===== src/include/ide_pkg.sv =====
// Constants, field layout and descriptor packing for the interrupt descriptor encoder.
// Assumes one system clock; every request arrives from logic on that clock.
// How it works
// - Each report is one 32-bit word: direction, group, channel, event, error, count.
// - A descriptor holds at most one event code and one error code.
// - Lost-interrupt flag is only set inside a pending descriptor, never sent alone.
// - An error given with a request appears only with no event or code 2 or 3; write order is loose.
// - Bit 31 is the direction: 0 receive, 1 transmit.
// - Group bits 1:0 go to bits 30:29, group bit 2 to bit 14.
// - Channel 0 to 31 goes to bits 28:24.
// - Event field 23:20 is 0 for no event; codes 11 to 15 never appear.
// - Code 2 on buffer done with its end interrupt enabled, with byte count.
// - Code 3 on end of message, as reported by transmit or receive engine.
// - Code 4 on last idle octet of nonzero padfill, only when reporting enabled.
// - Code 5 when received pad code goes from 7Eh to FFh.
// - Code 6 when received pad code goes from FFh to 7Eh.
// - Code 7 when a serial port leaves out-of-frame state.
// - Code 8 when the error rate monitor count rises in SS7 mode.
// - Code 9 when the error rate monitor count falls in SS7 mode.
// - Code 10 on a repeated SS7 message, whose memory write is suppressed.
package ide_pkg;
	// ****************************************
	// Descriptor fields
	// ****************************************
	localparam int DIR_BIT = 31;
	localparam int GRP_LO_POS = 29;
	localparam int GRP_HI_BIT = 14;
	localparam int CH_POS = 24;
	localparam int EVENT_POS = 20;
	localparam int ERR_POS = 16;
	localparam int LOST_BIT = 15;
	localparam int COUNT_POS = 0;
	localparam int DESC_W = 32;
	localparam int COUNT_W = 14;
	localparam int GROUPS = 8;
	localparam int QUEUE_DEPTH = 4;
	localparam int QADDR_W = 2;
	localparam logic [DESC_W-1:0] DESC_RESET = 32'h0000_0000;
	localparam logic [7:0] PAD_IDLE = 8'h7E;
	localparam logic [7:0] PAD_ABORT = 8'hFF;

	// ****************************************
	// Event codes
	// ****************************************
	localparam logic [3:0] EV_NONE = 4'h0;
	localparam logic [3:0] service_done_event = 4'h1;
	localparam logic [3:0] buffer_done_event = 4'h2;
	localparam logic [3:0] message_done_event = 4'h3;
	localparam logic [3:0] padfill_done_event = 4'h4;
	localparam logic [3:0] abort_pattern_change_event = 4'h5;
	localparam logic [3:0] idle_pattern_change_event = 4'h6;
	localparam logic [3:0] frame_recovered_event = 4'h7;
	localparam logic [3:0] error_monitor_up_event = 4'h8;
	localparam logic [3:0] error_monitor_down_event = 4'h9;
	localparam logic [3:0] duplicate_filtered_event = 4'hA;

	function automatic logic [DESC_W-1:0] pack_desc(input logic dir, input logic [2:0] group_number_field,
		input logic [4:0] ch, input logic [3:0] ev, input logic [3:0] err,
		input logic [COUNT_W-1:0] cnt);
		logic [DESC_W-1:0] w;
		w = DESC_RESET;
		w[DIR_BIT] = dir;
		w[GRP_LO_POS +: 2] = group_number_field[1:0];
		w[GRP_HI_BIT] = group_number_field[2];
		w[CH_POS +: 5] = ch;
		w[EVENT_POS +: 4] = ev;
		w[ERR_POS +: 4] = err;
		w[COUNT_POS +: COUNT_W] = cnt;
		return w;
	endfunction
endpackage

===== src/include/ide_link_if.sv =====
// Carries a request from the encoder top to the event decoder and the report back.
// Assumes both ends sit on clk_sys.
`timescale 1ns/10ps
interface ide_link_if;
	logic req_valid;
	logic req_dir;
	logic [2:0] req_group;
	logic [4:0] req_channel;
	logic svc_done;
	logic buf_done;
	logic buffer_end_irq_enable;
	logic msg_done;
	logic pad_last;
	logic pad_count_nz;
	logic pad_end_enable;
	logic [7:0] pad_prev;
	logic [7:0] pad_now;
	logic ss7_mode;
	logic [7:0] monitor_prev;
	logic [7:0] monitor_now;
	logic dup_msg;
	logic err_valid;
	logic [3:0] err_code;
	logic [13:0] buffer_byte_count;
	logic [7:0] out_of_frame_state;
	logic rpt_valid;
	logic [31:0] rpt_word;
	logic rpt_inhibit;
	modport top (output req_valid, req_dir, req_group, req_channel, svc_done, buf_done,
		buffer_end_irq_enable, msg_done, pad_last, pad_count_nz, pad_end_enable, pad_prev,
		pad_now, ss7_mode, monitor_prev, monitor_now, dup_msg, err_valid, err_code,
		buffer_byte_count, out_of_frame_state, input rpt_valid, rpt_word, rpt_inhibit);
	modport det (input req_valid, req_dir, req_group, req_channel, svc_done, buf_done,
		buffer_end_irq_enable, msg_done, pad_last, pad_count_nz, pad_end_enable, pad_prev,
		pad_now, ss7_mode, monitor_prev, monitor_now, dup_msg, err_valid, err_code,
		buffer_byte_count, out_of_frame_state, output rpt_valid, rpt_word, rpt_inhibit);
endinterface


===== src/design/ide_desc_ram.sv =====
// Small descriptor store for the pending queue; read data come out of a register.
// Assumes one write and one read address per cycle on clk_sys.
`timescale 1ns/10ps
module ide_desc_ram (
	input wire logic clk_sys,
	input wire logic rst_b,
	input wire logic wr_en,
	input wire logic [ide_pkg::QADDR_W-1:0] wr_addr,
	input wire logic [ide_pkg::DESC_W-1:0] wr_data,
	input wire logic [ide_pkg::QADDR_W-1:0] rd_addr,
	output logic [ide_pkg::DESC_W-1:0] rd_data
);
	typedef struct packed {
		logic [ide_pkg::QUEUE_DEPTH-1:0][ide_pkg::DESC_W-1:0] mem;
		logic [ide_pkg::DESC_W-1:0] rdata;
	} ide_ram_t;

	ide_ram_t st;
	ide_ram_t next_st;

	always_comb begin
		next_st = st;
		next_st.rdata = st.mem[rd_addr];
		if (wr_en) begin
			next_st.mem[wr_addr] = wr_data;
		end
	end

	always_ff @(posedge clk_sys or negedge rst_b) begin
		if (!rst_b) begin
			st <= '0;
		end else begin
			st <= next_st;
		end
	end

	assign rd_data = st.rdata;
endmodule


===== src/design/ide_encoder.sv =====
// Top of the interrupt descriptor encoder: decoder, pending queue and output stage.
// Assumes a queue writer downstream that takes desc_word when desc_valid and desc_ready.
`timescale 1ns/10ps
module ide_encoder (
	input wire logic clk_sys,
	input wire logic rst_b,
	input wire logic req_valid,
	input wire logic req_dir,
	input wire logic [2:0] req_group,
	input wire logic [4:0] req_channel,
	input wire logic req_svc_done,
	input wire logic req_buf_done,
	input wire logic buffer_end_irq_enable,
	input wire logic req_msg_done,
	input wire logic req_pad_last,
	input wire logic req_pad_count_nz,
	input wire logic req_pad_end_enable,
	input wire logic [7:0] req_pad_prev,
	input wire logic [7:0] req_pad_now,
	input wire logic req_ss7_mode,
	input wire logic [7:0] signal_unit_error_monitor_prev,
	input wire logic [7:0] signal_unit_error_monitor_now,
	input wire logic req_dup_msg,
	input wire logic req_err_valid,
	input wire logic [3:0] req_err_code,
	input wire logic [13:0] buffer_byte_count,
	input wire logic [7:0] out_of_frame_state,
	input wire logic desc_ready,
	output logic [31:0] desc_word,
	output logic desc_valid,
	output logic write_inhibit
);
	typedef enum logic [0:0] {
		IDE_IDLE,
		IDE_READ
	} ide_state_t;

	typedef struct packed {
		ide_state_t state;
		logic [ide_pkg::QADDR_W-1:0] head;
		logic [ide_pkg::QADDR_W-1:0] tail;
		logic [ide_pkg::QADDR_W:0] count;
		logic [ide_pkg::QUEUE_DEPTH-1:0] lost_interrupt_flag;
		logic [ide_pkg::DESC_W-1:0] out_word;
		logic out_valid;
		logic inhibit;
	} ide_top_t;

	ide_top_t st;
	ide_top_t next_st;
	ide_link_if lk ();
	logic [ide_pkg::DESC_W-1:0] rd_data;
	logic push;
	logic full;
	logic pop;
	logic [ide_pkg::QADDR_W-1:0] last_idx;

	// ****************************************
	// Request hookup
	// ****************************************
	assign lk.req_valid = req_valid;
	assign lk.req_dir = req_dir;
	assign lk.req_group = req_group;
	assign lk.req_channel = req_channel;
	assign lk.svc_done = req_svc_done;
	assign lk.buf_done = req_buf_done;
	assign lk.buffer_end_irq_enable = buffer_end_irq_enable;
	assign lk.msg_done = req_msg_done;
	assign lk.pad_last = req_pad_last;
	assign lk.pad_count_nz = req_pad_count_nz;
	assign lk.pad_end_enable = req_pad_end_enable;
	assign lk.pad_prev = req_pad_prev;
	assign lk.pad_now = req_pad_now;
	assign lk.ss7_mode = req_ss7_mode;
	assign lk.monitor_prev = signal_unit_error_monitor_prev;
	assign lk.monitor_now = signal_unit_error_monitor_now;
	assign lk.dup_msg = req_dup_msg;
	assign lk.err_valid = req_err_valid;
	assign lk.err_code = req_err_code;
	assign lk.buffer_byte_count = buffer_byte_count;
	assign lk.out_of_frame_state = out_of_frame_state;

	ide_event_decode u_decode (
		.clk_sys(clk_sys),
		.rst_b(rst_b),
		.lk(lk.det)
	);

	// ****************************************
	// Pending queue
	// ****************************************
	// The entry being popped frees its slot in the same cycle, so a full queue still
	// accepts while the output stage reads.
	assign pop = (st.state == IDE_READ);
	assign full = (st.count == (ide_pkg::QADDR_W + 1)'(ide_pkg::QUEUE_DEPTH)) && !pop;
	assign push = lk.rpt_valid && !full;
	assign last_idx = st.tail - 1'b1;

	ide_desc_ram u_ram (
		.clk_sys(clk_sys),
		.rst_b(rst_b),
		.wr_en(push),
		.wr_addr(st.tail),
		.wr_data(lk.rpt_word),
		.rd_addr(st.head),
		.rd_data(rd_data)
	);

	always_comb begin
		next_st = st;
		next_st.inhibit = lk.rpt_valid && lk.rpt_inhibit;
		if (push) begin
			next_st.tail = st.tail + 1'b1;
			next_st.lost_interrupt_flag[st.tail] = 1'b0;
		end
		// An overflow marks the newest pending entry instead of making a word of its own
		if (lk.rpt_valid && full) begin
			next_st.lost_interrupt_flag[last_idx] = 1'b1;
		end
		if (push && !pop) begin
			next_st.count = st.count + 1'b1;
		end else if (pop && !push) begin
			next_st.count = st.count - 1'b1;
		end
		if (st.out_valid && desc_ready) begin
			next_st.out_valid = 1'b0;
		end
		unique case (st.state)
			IDE_IDLE: begin
				if (st.count != '0 && (!st.out_valid || desc_ready)) begin
					next_st.state = IDE_READ;
				end
			end
			IDE_READ: begin
				next_st.out_word = rd_data;
				next_st.out_word[ide_pkg::LOST_BIT] = st.lost_interrupt_flag[st.head];
				next_st.out_valid = 1'b1;
				next_st.head = st.head + 1'b1;
				next_st.state = IDE_IDLE;
			end
		endcase
	end

	always_ff @(posedge clk_sys or negedge rst_b) begin
		if (!rst_b) begin
			st <= '0;
		end else begin
			st <= next_st;
		end
	end

	assign desc_word = st.out_word;
	assign desc_valid = st.out_valid;
	assign write_inhibit = st.inhibit;
endmodule


===== src/design/ide_event_decode.sv =====
// Turns one channel request, or a pending frame recovery, into a registered descriptor.
// Assumes the requester presents previous and present pad code and monitor count.
`timescale 1ns/10ps
module ide_event_decode (
	input wire logic clk_sys,
	input wire logic rst_b,
	ide_link_if.det lk
);
	typedef struct packed {
		logic rpt_valid;
		logic [ide_pkg::DESC_W-1:0] rpt_word;
		logic rpt_inhibit;
		logic [ide_pkg::GROUPS-1:0] oof_prev;
		logic [ide_pkg::GROUPS-1:0] frame_recovered_event_pend;
	} ide_dec_t;

	ide_dec_t st;
	ide_dec_t next_st;
	logic [3:0] ev;
	logic combinable;
	logic [2:0] frame_recovered_event_grp;
	logic [ide_pkg::GROUPS-1:0] frame_recovered_event_clr;

	// ****************************************
	// Event selection
	// ****************************************
	always_comb begin
		ev = ide_pkg::EV_NONE;
		combinable = 1'b0;
		if (lk.svc_done) begin
			ev = ide_pkg::service_done_event;
		end else if (lk.ss7_mode && lk.dup_msg) begin
			ev = ide_pkg::duplicate_filtered_event;
		end else if (lk.req_dir && lk.pad_last && lk.pad_count_nz && lk.pad_end_enable) begin
			ev = ide_pkg::padfill_done_event;
		end else if (!lk.req_dir && lk.pad_prev == ide_pkg::PAD_IDLE
				&& lk.pad_now == ide_pkg::PAD_ABORT) begin
			ev = ide_pkg::abort_pattern_change_event;
		end else if (!lk.req_dir && lk.pad_prev == ide_pkg::PAD_ABORT
				&& lk.pad_now == ide_pkg::PAD_IDLE) begin
			ev = ide_pkg::idle_pattern_change_event;
		end else if (lk.ss7_mode && lk.monitor_now > lk.monitor_prev) begin
			ev = ide_pkg::error_monitor_up_event;
		end else if (lk.ss7_mode && lk.monitor_now < lk.monitor_prev) begin
			ev = ide_pkg::error_monitor_down_event;
		end else if (lk.msg_done) begin
			ev = ide_pkg::message_done_event;
			combinable = 1'b1;
		end else if (lk.buf_done && lk.buffer_end_irq_enable) begin
			ev = ide_pkg::buffer_done_event;
			combinable = 1'b1;
		end else begin
			combinable = 1'b1;
		end
	end

	// Lowest pending group wins; others wait for a quiet cycle
	always_comb begin
		frame_recovered_event_grp = 3'h0;
		frame_recovered_event_clr = '0;
		for (int g = ide_pkg::GROUPS - 1; g >= 0; g--) begin
			if (st.frame_recovered_event_pend[g]) begin
				frame_recovered_event_grp = 3'(g);
			end
		end
		if (!lk.req_valid && |st.frame_recovered_event_pend) begin
			frame_recovered_event_clr[frame_recovered_event_grp] = 1'b1;
		end
	end

	always_comb begin
		next_st = st;
		next_st.rpt_valid = 1'b0;
		next_st.rpt_inhibit = 1'b0;
		next_st.oof_prev = lk.out_of_frame_state;
		// A recovery seen in the clear cycle still stays pending
		next_st.frame_recovered_event_pend = (st.frame_recovered_event_pend & ~frame_recovered_event_clr) | (st.oof_prev & ~lk.out_of_frame_state);
		if (lk.req_valid) begin
			// Errors only ride on combinable events, so one event and one error at most
			next_st.rpt_valid = (ev != ide_pkg::EV_NONE) || (lk.err_valid && combinable);
			next_st.rpt_word = ide_pkg::pack_desc(lk.req_dir, lk.req_group, lk.req_channel, ev,
				(lk.err_valid && combinable) ? lk.err_code : 4'h0,
				lk.buffer_byte_count);
			next_st.rpt_inhibit = (ev == ide_pkg::duplicate_filtered_event);
		end else if (|st.frame_recovered_event_pend) begin
			next_st.rpt_valid = 1'b1;
			next_st.rpt_word = ide_pkg::pack_desc(1'b0, frame_recovered_event_grp, 5'h00,
				ide_pkg::frame_recovered_event, 4'h0, 14'h0000);
		end
	end

	always_ff @(posedge clk_sys or negedge rst_b) begin
		if (!rst_b) begin
			st <= '0;
		end else begin
			st <= next_st;
		end
	end

	assign lk.rpt_valid = st.rpt_valid;
	assign lk.rpt_word = st.rpt_word;
	assign lk.rpt_inhibit = st.rpt_inhibit;
endmodule


===== config.mk =====
export PLATFORM = sky130hd
export DESIGN_NAME = ide_encoder
export DESIGN_NICKNAME = d
export VERILOG_FILES = /design/src/include/ide_pkg.sv /design/src/include/ide_link_if.sv /design/src/design/ide_desc_ram.sv /design/src/design/ide_encoder.sv /design/src/design/ide_event_decode.sv
export SDC_FILE = /design/constraint.sdc
export NUM_CORES = 1
export LEC_CHECK = 0
export ABC_CLOCK_PERIOD_IN_PS = 2980
export BUFFER_PORTS_ARGS = -buffer_cell sky130_fd_sc_hd__buf_4
export CAP_MARGIN = 5
export CORE_UTILIZATION = 50
export CTS_CLUSTER_SIZE = 20
export DETAILED_ROUTE_END_ITERATION = 8
export PLACE_DENSITY = 0.7
export SETUP_SLACK_MARGIN = 0.02
export SYNTH_ARGS = -nofsm -noshare
export SYNTH_HDL_FRONTEND = slang
export SYNTH_SLANG_ARGS = --single-unit

===== constraint.sdc =====
create_clock -name clk_sys -period 2.98 [get_ports clk_sys]
set_input_delay 0 -clock clk_sys [delete_from_list [all_inputs] [get_ports clk_sys]]
set_output_delay 0 -clock clk_sys [all_outputs]
set_load 0.01 [all_outputs]

==> results.sh, run 1 <==
export IMPL_syn_area_mm2=0.01063
export IMPL_syn_nets=820
export IMPL_numCtsBuffers=26
export IMPL_period_share_pct=91.51
export IMPL_cts_tree="done"
export IMPL_route_vias_total=6214
export IMPL_drv_cap=0
export IMPL_ys_flop_type="dfrtp_1"
export IMPL_syn_area_per_cell_um2=14.66
export IMPL_cpMaxStageDelayCell="nor2b_1"
export IMPL_cp_top_family="simple AND/OR/NAND/NOR gates"
export IMPL_cp_end_kind="register"
export IMPL_critPathLaunch="st[40]"
export IMPL_fmax_mhz=366.7
export IMPL_worstSkewPairLatency_ps=530
export IMPL_ant_nets=0
export IMPL_via_per_inst=5.432
export IMPL_first_pass_iters=6
export IMPL_crit_path_start_kind="register"
export IMPL_power_density_mw_per_mm2=980.7
export IMPL_cpPeakStageDelay_ps=790
export IMPL_setup_violations=0
export IMPL_worst_pin_slew_ps=1013
export IMPL_die_height_um=147.8
export IMPL_avgRoutedWirePerCell_um=18.31
export IMPL_grt_usage_pct=20.27
export IMPL_timing_final_hold_violations=0
export IMPL_worstPathMaxFanout=8
export IMPL_slew_violations=0
export IMPL_drive_gt1_share_pct=41.88
export IMPL_hp_start="req_valid"
export IMPL_syn_instance_count=725
export IMPL_rsz0062_at_grt="no"
export IMPL_grt_overflow=0
export IMPL_core_area_mm2=0.02056
export IMPL_cp_cell_sequence="nor4b_2 -> nor2b_1 -> ha_1 -> inv_1 -> fa_1 -> xor2_1 -> nor2_1 -> xor2_1"
export IMPL_fin_worst_skew_ps=18.26
export IMPL_slew_headroom_pct=32.32
export IMPL_dpl_hpwl_um=13050
export IMPL_n_antenna_cell=0
export IMPL_finalCriticalPeriod_ps=2727
export IMPL_fin_tns_setup_ps=0
export IMPL_die_x_um=147.8
export IMPL_reg2reg_depth=8
export IMPL_synth_edff_count=0
export IMPL_synth_seq_cells=250
export IMPL_grt_pass1_vias=6891
export IMPL_path_buf_inv=1
export IMPL_dr_first_iter_drc_count=282
export IMPL_min_path_cells=3
export IMPL_area_delta_synth_final_pct=21.16
export IMPL_root_buffer="clkbuf_16"
export IMPL_io_buffers=114
export IMPL_cp_depth=8
export IMPL_ioPinCount=115
export IMPL_yosysUniqueCellTypes=58
export IMPL_worstPathRequired_ps=3410
export IMPL_cts_buffer_depth=3
export IMPL_die_area_mm2=0.02184
export IMPL_criticalPathCategory="register to register"
export IMPL_clkSinkCount=250
export IMPL_p_leak_nw=6.057
export IMPL_r2r_start="st[40]"
export IMPL_start_util_pct=51.68
export IMPL_arrival_ps=3160
export IMPL_drc=0
export IMPL_drt_total_wl_um=20950
export IMPL_h_tree_depth=1
export IMPL_synth_yosys_seq_area_share_pct=58.88
export IMPL_peakVddDrop_v=0.0004493
export IMPL_status="completed"
export IMPL_grt_first_pass_wirelength_um=34660
export IMPL_min_path_type="primary input to register"
export IMPL_dp_slack_ps=282.0
export IMPL_place_congestion=0.7891
export IMPL_layout_nets=949
export IMPL_cp_common_cell="xor2_1"
export IMPL_cts_clk_slew_worst_paths_ps=60
export IMPL_grt_antenna_before_repair=0
export IMPL_ys_async_sr_fraction_pct=100.0
export IMPL_fin_ws_ps=252.9
export IMPL_fp_row_count=52
export IMPL_yosysWarningCount=0
export IMPL_grt_max_degree=106
==> where the power goes <==
group	internal, mW	switching [mW]
combinational	2.15	1.54
clock	2.39	1.30
sequential	4.55	0.698
==> layout make-up <==
cell class,count,area [µm²]
multi-input combinational,385,3786
sequential,250,6260
inverter,24,90.09
clock buffer,30,706.9
fill,1517,7686
tap,270,337.8
timing repair buffer,167,1396
clock inverter,18,296.5
==> metal layers <==
layer	track usage, %	vias up	wire length [µm]
met5	0	-	0
met4	6.186	0	486
met3	3.519	42	903
met2	36.20	163	10690
met1	25.10	3199	8866
li1	-	2810	-
==> worst min-delay path, stage by stage <==
cell     delay (ps)
buf_4           300
nand2_1         120
o21ai_1          50
==> placed cells by master (no fill, tap or decap), types with 2 or more instances in the layout <==
cell and instances:
nor2_1 10, mux4_2 32, clkinv_2 8, a22o_1 10
nand4_1 5, nand3_1 2, xor2_1 3, nand2b_1 4
dlygate4sd3_1 44, a21boi_0 2, clkbuf_8 2, inv_1 24
xnor2_1 3, dfrtp_1 247, nand2_1 51, a21oi_1 8
clkbuf_16 27, and2_1 4, o22ai_1 3, nand2_4 4
o21ai_0 14, buf_4 120, o211a_1 2, nor2b_1 3
nor4b_2 2, ha_1 13, a21o_1 2, o21ai_1 22
o211ai_1 2, nor3_1 2, bufinv_16 8, mux2_1 13
buf_12 2, dfrtp_2 3, mux2_2 144
==> sequential cells by signal, summed over array words and instances (netlist names) <==
register                 cells
u_decode.lk.rpt_word        31
desc_valid                   1
desc_word                   32
write_inhibit                1
st                          11
u_ram.rd_data               31
u_decode.lk.rpt_valid        1
u_ram.st                   124
u_decode.st                 16
u_decode.lk.rpt_inhibit      1
pop                          1
==> final timing paths <==
| kind | endpoint | slack [ps] |
|---|---|---|
| setup / recovery | st[40] | 250 |
| hold / removal | u_decode.lk.rpt_word[2] | 8 |
| setup reg to reg | st[40] | 250 |
| hold reg to reg | desc_word[26] | 470 |
| max in group asynchronous | u_ram.st[48] | 1880 |
| min in group asynchronous | u_ram.st[35] | 120 |
==> cells in the mapped netlist, drive strengths merged (4+ instances only) <==
cell / n / area, µm²
inv: 24 / 90.09
mux2: 157 / 1768
ha: 13 / 162.7
nor2: 10 / 37.54
mux4: 32 / 720.7
o21ai: 37 / 188.9
nand4: 5 / 31.28
nand2: 55 / 236.5
buf: 56 / 446.7
and2: 5 / 31.28
nand2b: 4 / 25.02
a22o: 10 / 87.58
dfrtp: 250 / 6256
a21oi: 8 / 40.04
clkbuf: 10 / 47.54
==> metrics by stage <==
| stage | instances | power (mW) | instance area (µm²) | util (%) | hold slack (ps) |
|---|---|---|---|---|---|
| 5_1_grt | 1144 | 13.28 | 12870 | 62.62 | 37.53 |
| 2_1_floorplan | 725 | 8.136 | 10630 | - | -295.6 |
| 3_3_place_gp | 1052 | 8.737 | 11430 | 55.59 | 91.52 |
| 4_1_cts | 1144 | 12.79 | 12870 | 62.61 | 0.09137 |
| 6_report | 1144 | 12.63 | 12870 | 62.62 | 7.807 |
| 3_5_place_dp | 1052 | 8.997 | 11430 | 55.59 | 109.9 |
==> kinds of logic (layout without fill, tap and decap cells) <==
group                    after synthesis  count (layout)  share of synthesized area (%)
flip-flops                           250             250                          58.88
AO/OA/AOI/OAI                         76              76                          4.616
adder cells (fa/ha/maj)               14              14                          1.719
AND/OR/NAND/NOR                      100             100                          5.370
XOR/XNOR                               6               6                         0.4947
multiplexers                         189             189                          23.42
buffers and inverters                 90             239                          5.499
==> timing repair <==
| action | CTS | global route |
|---|---|---|
| setup endpoints to repair | 0 | 1 |
| resized for setup | 0 | 1 |
| setup buffers | 0 | 0 |
| hold endpoints to repair | 153 | 0 |
| hold buffers | 44 | 0 |
(Power assumes the default switching activity.)
==> inputs of run 2 (changes only) <==
--- a/config.mk
+++ b/config.mk
@@ -8,10 +8,10 @@
 export ABC_CLOCK_PERIOD_IN_PS = 2980
 export BUFFER_PORTS_ARGS = -buffer_cell sky130_fd_sc_hd__buf_4
 export CAP_MARGIN = 5
-export CORE_UTILIZATION = 50
+export CORE_ASPECT_RATIO = 1.5
+export CORE_UTILIZATION = 30
 export CTS_CLUSTER_SIZE = 20
 export DETAILED_ROUTE_END_ITERATION = 8
-export PLACE_DENSITY = 0.7
 export SETUP_SLACK_MARGIN = 0.02
 export SYNTH_ARGS = -nofsm -noshare
 export SYNTH_HDL_FRONTEND = slang
==> run 2 against run 1 <==
Effect of this change: power down 3.9%; global-route usage down 7.8 points; clock skew down 0.83 ps; setup slack better by 54 ps; routed wire length up 3.4%; sequential cell count unchanged; core utilization down 25 points; critical endpoint unchanged; first-iteration DRC count down 23%; register-to-register slack better by 50 ps; fmax up 2.0%.
==> results.sh, run 2 (synthesis gave the netlist of run 1 again) <==
export IMPL_numCtsBuffers=26
export IMPL_die_height_um=232.5
export IMPL_slew_violations=0
export IMPL_h_tree_depth=1
export IMPL_die_area_mm2=0.03619
export IMPL_core_area_mm2=0.03500
export IMPL_reg2reg_to="st[40]"
export IMPL_criticalPathCategory="register to register"
export IMPL_clkSinkCount=250
export IMPL_min_path_type="primary input to register"
export IMPL_worst_pin_slew_ps=1033
export IMPL_cts_setup_buffers=0
export IMPL_drt_total_wl_um=21660
export IMPL_fin_worst_skew_ps=17.43
export IMPL_fp_row_count=84
export IMPL_regMostFlops="u_ram.st"
export IMPL_ant_nets=0
export IMPL_place_congestion=0.7131
export IMPL_routed_wl_met2_um=11500
export IMPL_first_pass_iters=4
export IMPL_cts_repair_resized=0
export IMPL_topRoutingLayerUsed="met4"
export IMPL_drc=0
export IMPL_final_util_pct=37.21
export IMPL_instances_no_fill=1350
export IMPL_area_delta_synth_final_pct=22.56
export IMPL_layout_common_cells="dfrtp_1, mux2_2, buf_4"
export IMPL_pwr_share_comb_pct=30.2
export IMPL_dr_first_iter_drc_count=218
export IMPL_arrival_ps=3110
export IMPL_postCtsHoldBufs=45
export IMPL_ioPinCount=115
export IMPL_peakVddDrop_v=0.0004272
export IMPL_worstSkewPairLatency_ps=520
export IMPL_pwr_share_clk_pct=26.7
export IMPL_timing_final_hold_violations=0
export IMPL_power_internal_mw=8.611
export IMPL_p_leak_nw=6.012
export IMPL_grt_antenna_before_repair=0
export IMPL_grt_first_pass_wirelength_um=35340
export IMPL_dr_wl_met3_um=872
export IMPL_cts_clk_slew_worst_paths_ps=60
export IMPL_setup_violations=0
export IMPL_cts_buffer_depth=3
export IMPL_min_path_cells=3
export IMPL_start_util_pct=30.36
export IMPL_slew_headroom_pct=31.00
export IMPL_holdPathEnd="u_decode.lk.rpt_valid"
export IMPL_reg2reg_depth=8
export IMPL_switching_share_pct=29.06
export IMPL_drv_cap=0
export IMPL_finalCriticalPeriod_ps=2673
export IMPL_route_vias_total=6092
export IMPL_grt_usage_pct=12.43
export IMPL_root_buffer="clkbuf_16"
export IMPL_fin_ws_ps=306.5
export IMPL_pwr_share_seq_pct=43.1
export IMPL_drive_gt1_share_pct=41.73
export IMPL_fmax_mhz=374.0
export IMPL_critPathLaunch="st[40]"
export IMPL_fin_tns_setup_ps=0
export IMPL_cts_tree="done"
export IMPL_die_x_um=155.7
export IMPL_status="completed"
export IMPL_io_buffers=114
export IMPL_crit_path_start_kind="register"
export IMPL_n_antenna_cell=0
export IMPL_cp_end_kind="register"
export IMPL_rsz0062_at_grt="no"
export IMPL_grt_overflow=0
export IMPL_avgRoutedWirePerCell_um=16.04
export IMPL_largest_reg_flops=124
export IMPL_dp_slack_ps=357.5
export IMPL_final_common_cell="dfrtp_1"
export IMPL_dpl_cell_count=1257
export IMPL_worstPathMaxFanout=8
export IMPL_power_density_mw_per_mm2=932.0
export IMPL_layout_nets=952
export IMPL_ff2ff_setup_slack_ps=310
export IMPL_period_share_pct=89.71
export IMPL_grt_max_degree=125
export IMPL_switchingPower_mw=3.527
export IMPL_worstPathRequired_ps=3420
export IMPL_dpl_hpwl_um=13430
export IMPL_r2r_start="st[40]"
export IMPL_via_per_inst=4.513
export IMPL_hp_start="req_err_valid"
export IMPL_wl_met1_um=8947
export IMPL_grt_pass1_vias=6533
[run 2: changes by cell type in the layout (fill, tap and decap cells not counted)]
cell,change
buf_4,+2
clkbuf_1,+1
dlygate4sd3_1,+1
and2_2,-1
clkinv_4,+1
and2_1,+1
clkbuf_8,+5
bufinv_16,-7
[run 2: routing by layer]
| metal | up-vias | track usage, % |
|---|---|---|
| met5 | - | 0 |
| met4 | 0 | 3.768 |
| met3 | 23 | 1.807 |
| met2 | 133 | 22.65 |
| met1 | 3127 | 15.00 |
| li1 | 2809 | - |
[run 2: power by group through the flow]
stage	combinational, mW	sequential (mW)	clock, mW
after floorplan	3.19	4.94	0
after global placement	3.63	5.25	0
after detailed placement	3.71	5.30	0
after CTS	3.77	5.24	3.36
after global routing	4.00	5.38	3.49
final	3.66	5.23	3.25
[run 2: how the worst max path moves through the flow]
stage                               end  slack [ps]  depth (start not counted)
6_report                         st[40]         310                          8
5_1_grt        u_decode.lk.rpt_word[20]         120                          7
4_1_cts                          st[40]         280                          8
3_5_place_dp                     st[40]         360                          8
3_3_place_gp                     st[40]         420                          8
2_1_floorplan                    st[39]         960                          8
[run 2: cell type report]
cell class	count	area [µm²]
Clock inverter	12	95.09
Fill cell	3391	21980
Tap cell	473	591.8
Sequential cell	250	6260
Multi-Input combinational cell	385	3785
Clock buffer	36	779.5
Timing Repair Buffer	170	1421
Inverter	24	90.09
[run 2: worst max-delay path, cell delays in order, from the launching register on]
cell	delay, ps
dfrtp_1	400
nor4b_2	170
nor2b_1	800
ha_1	330
inv_1	70
fa_1	380
xor2_1	170
nor2_1	130
xor2_1	160
[run 2: stage by stage]
| stage | total power [mW] | hold WS (ps) | cell area (µm²) |
|---|---|---|---|
| 3_5_place_dp | 9.009 | 119.0 | 11700 |
| 2_1_floorplan | 8.136 | -295.6 | 10630 |
| 5_1_grt | 12.87 | 18.70 | 13020 |
| 4_1_cts | 12.37 | 2.822 | 13020 |
| 3_3_place_gp | 8.882 | 119.0 | 11700 |
| 6_report | 12.14 | 6.032 | 13020 |
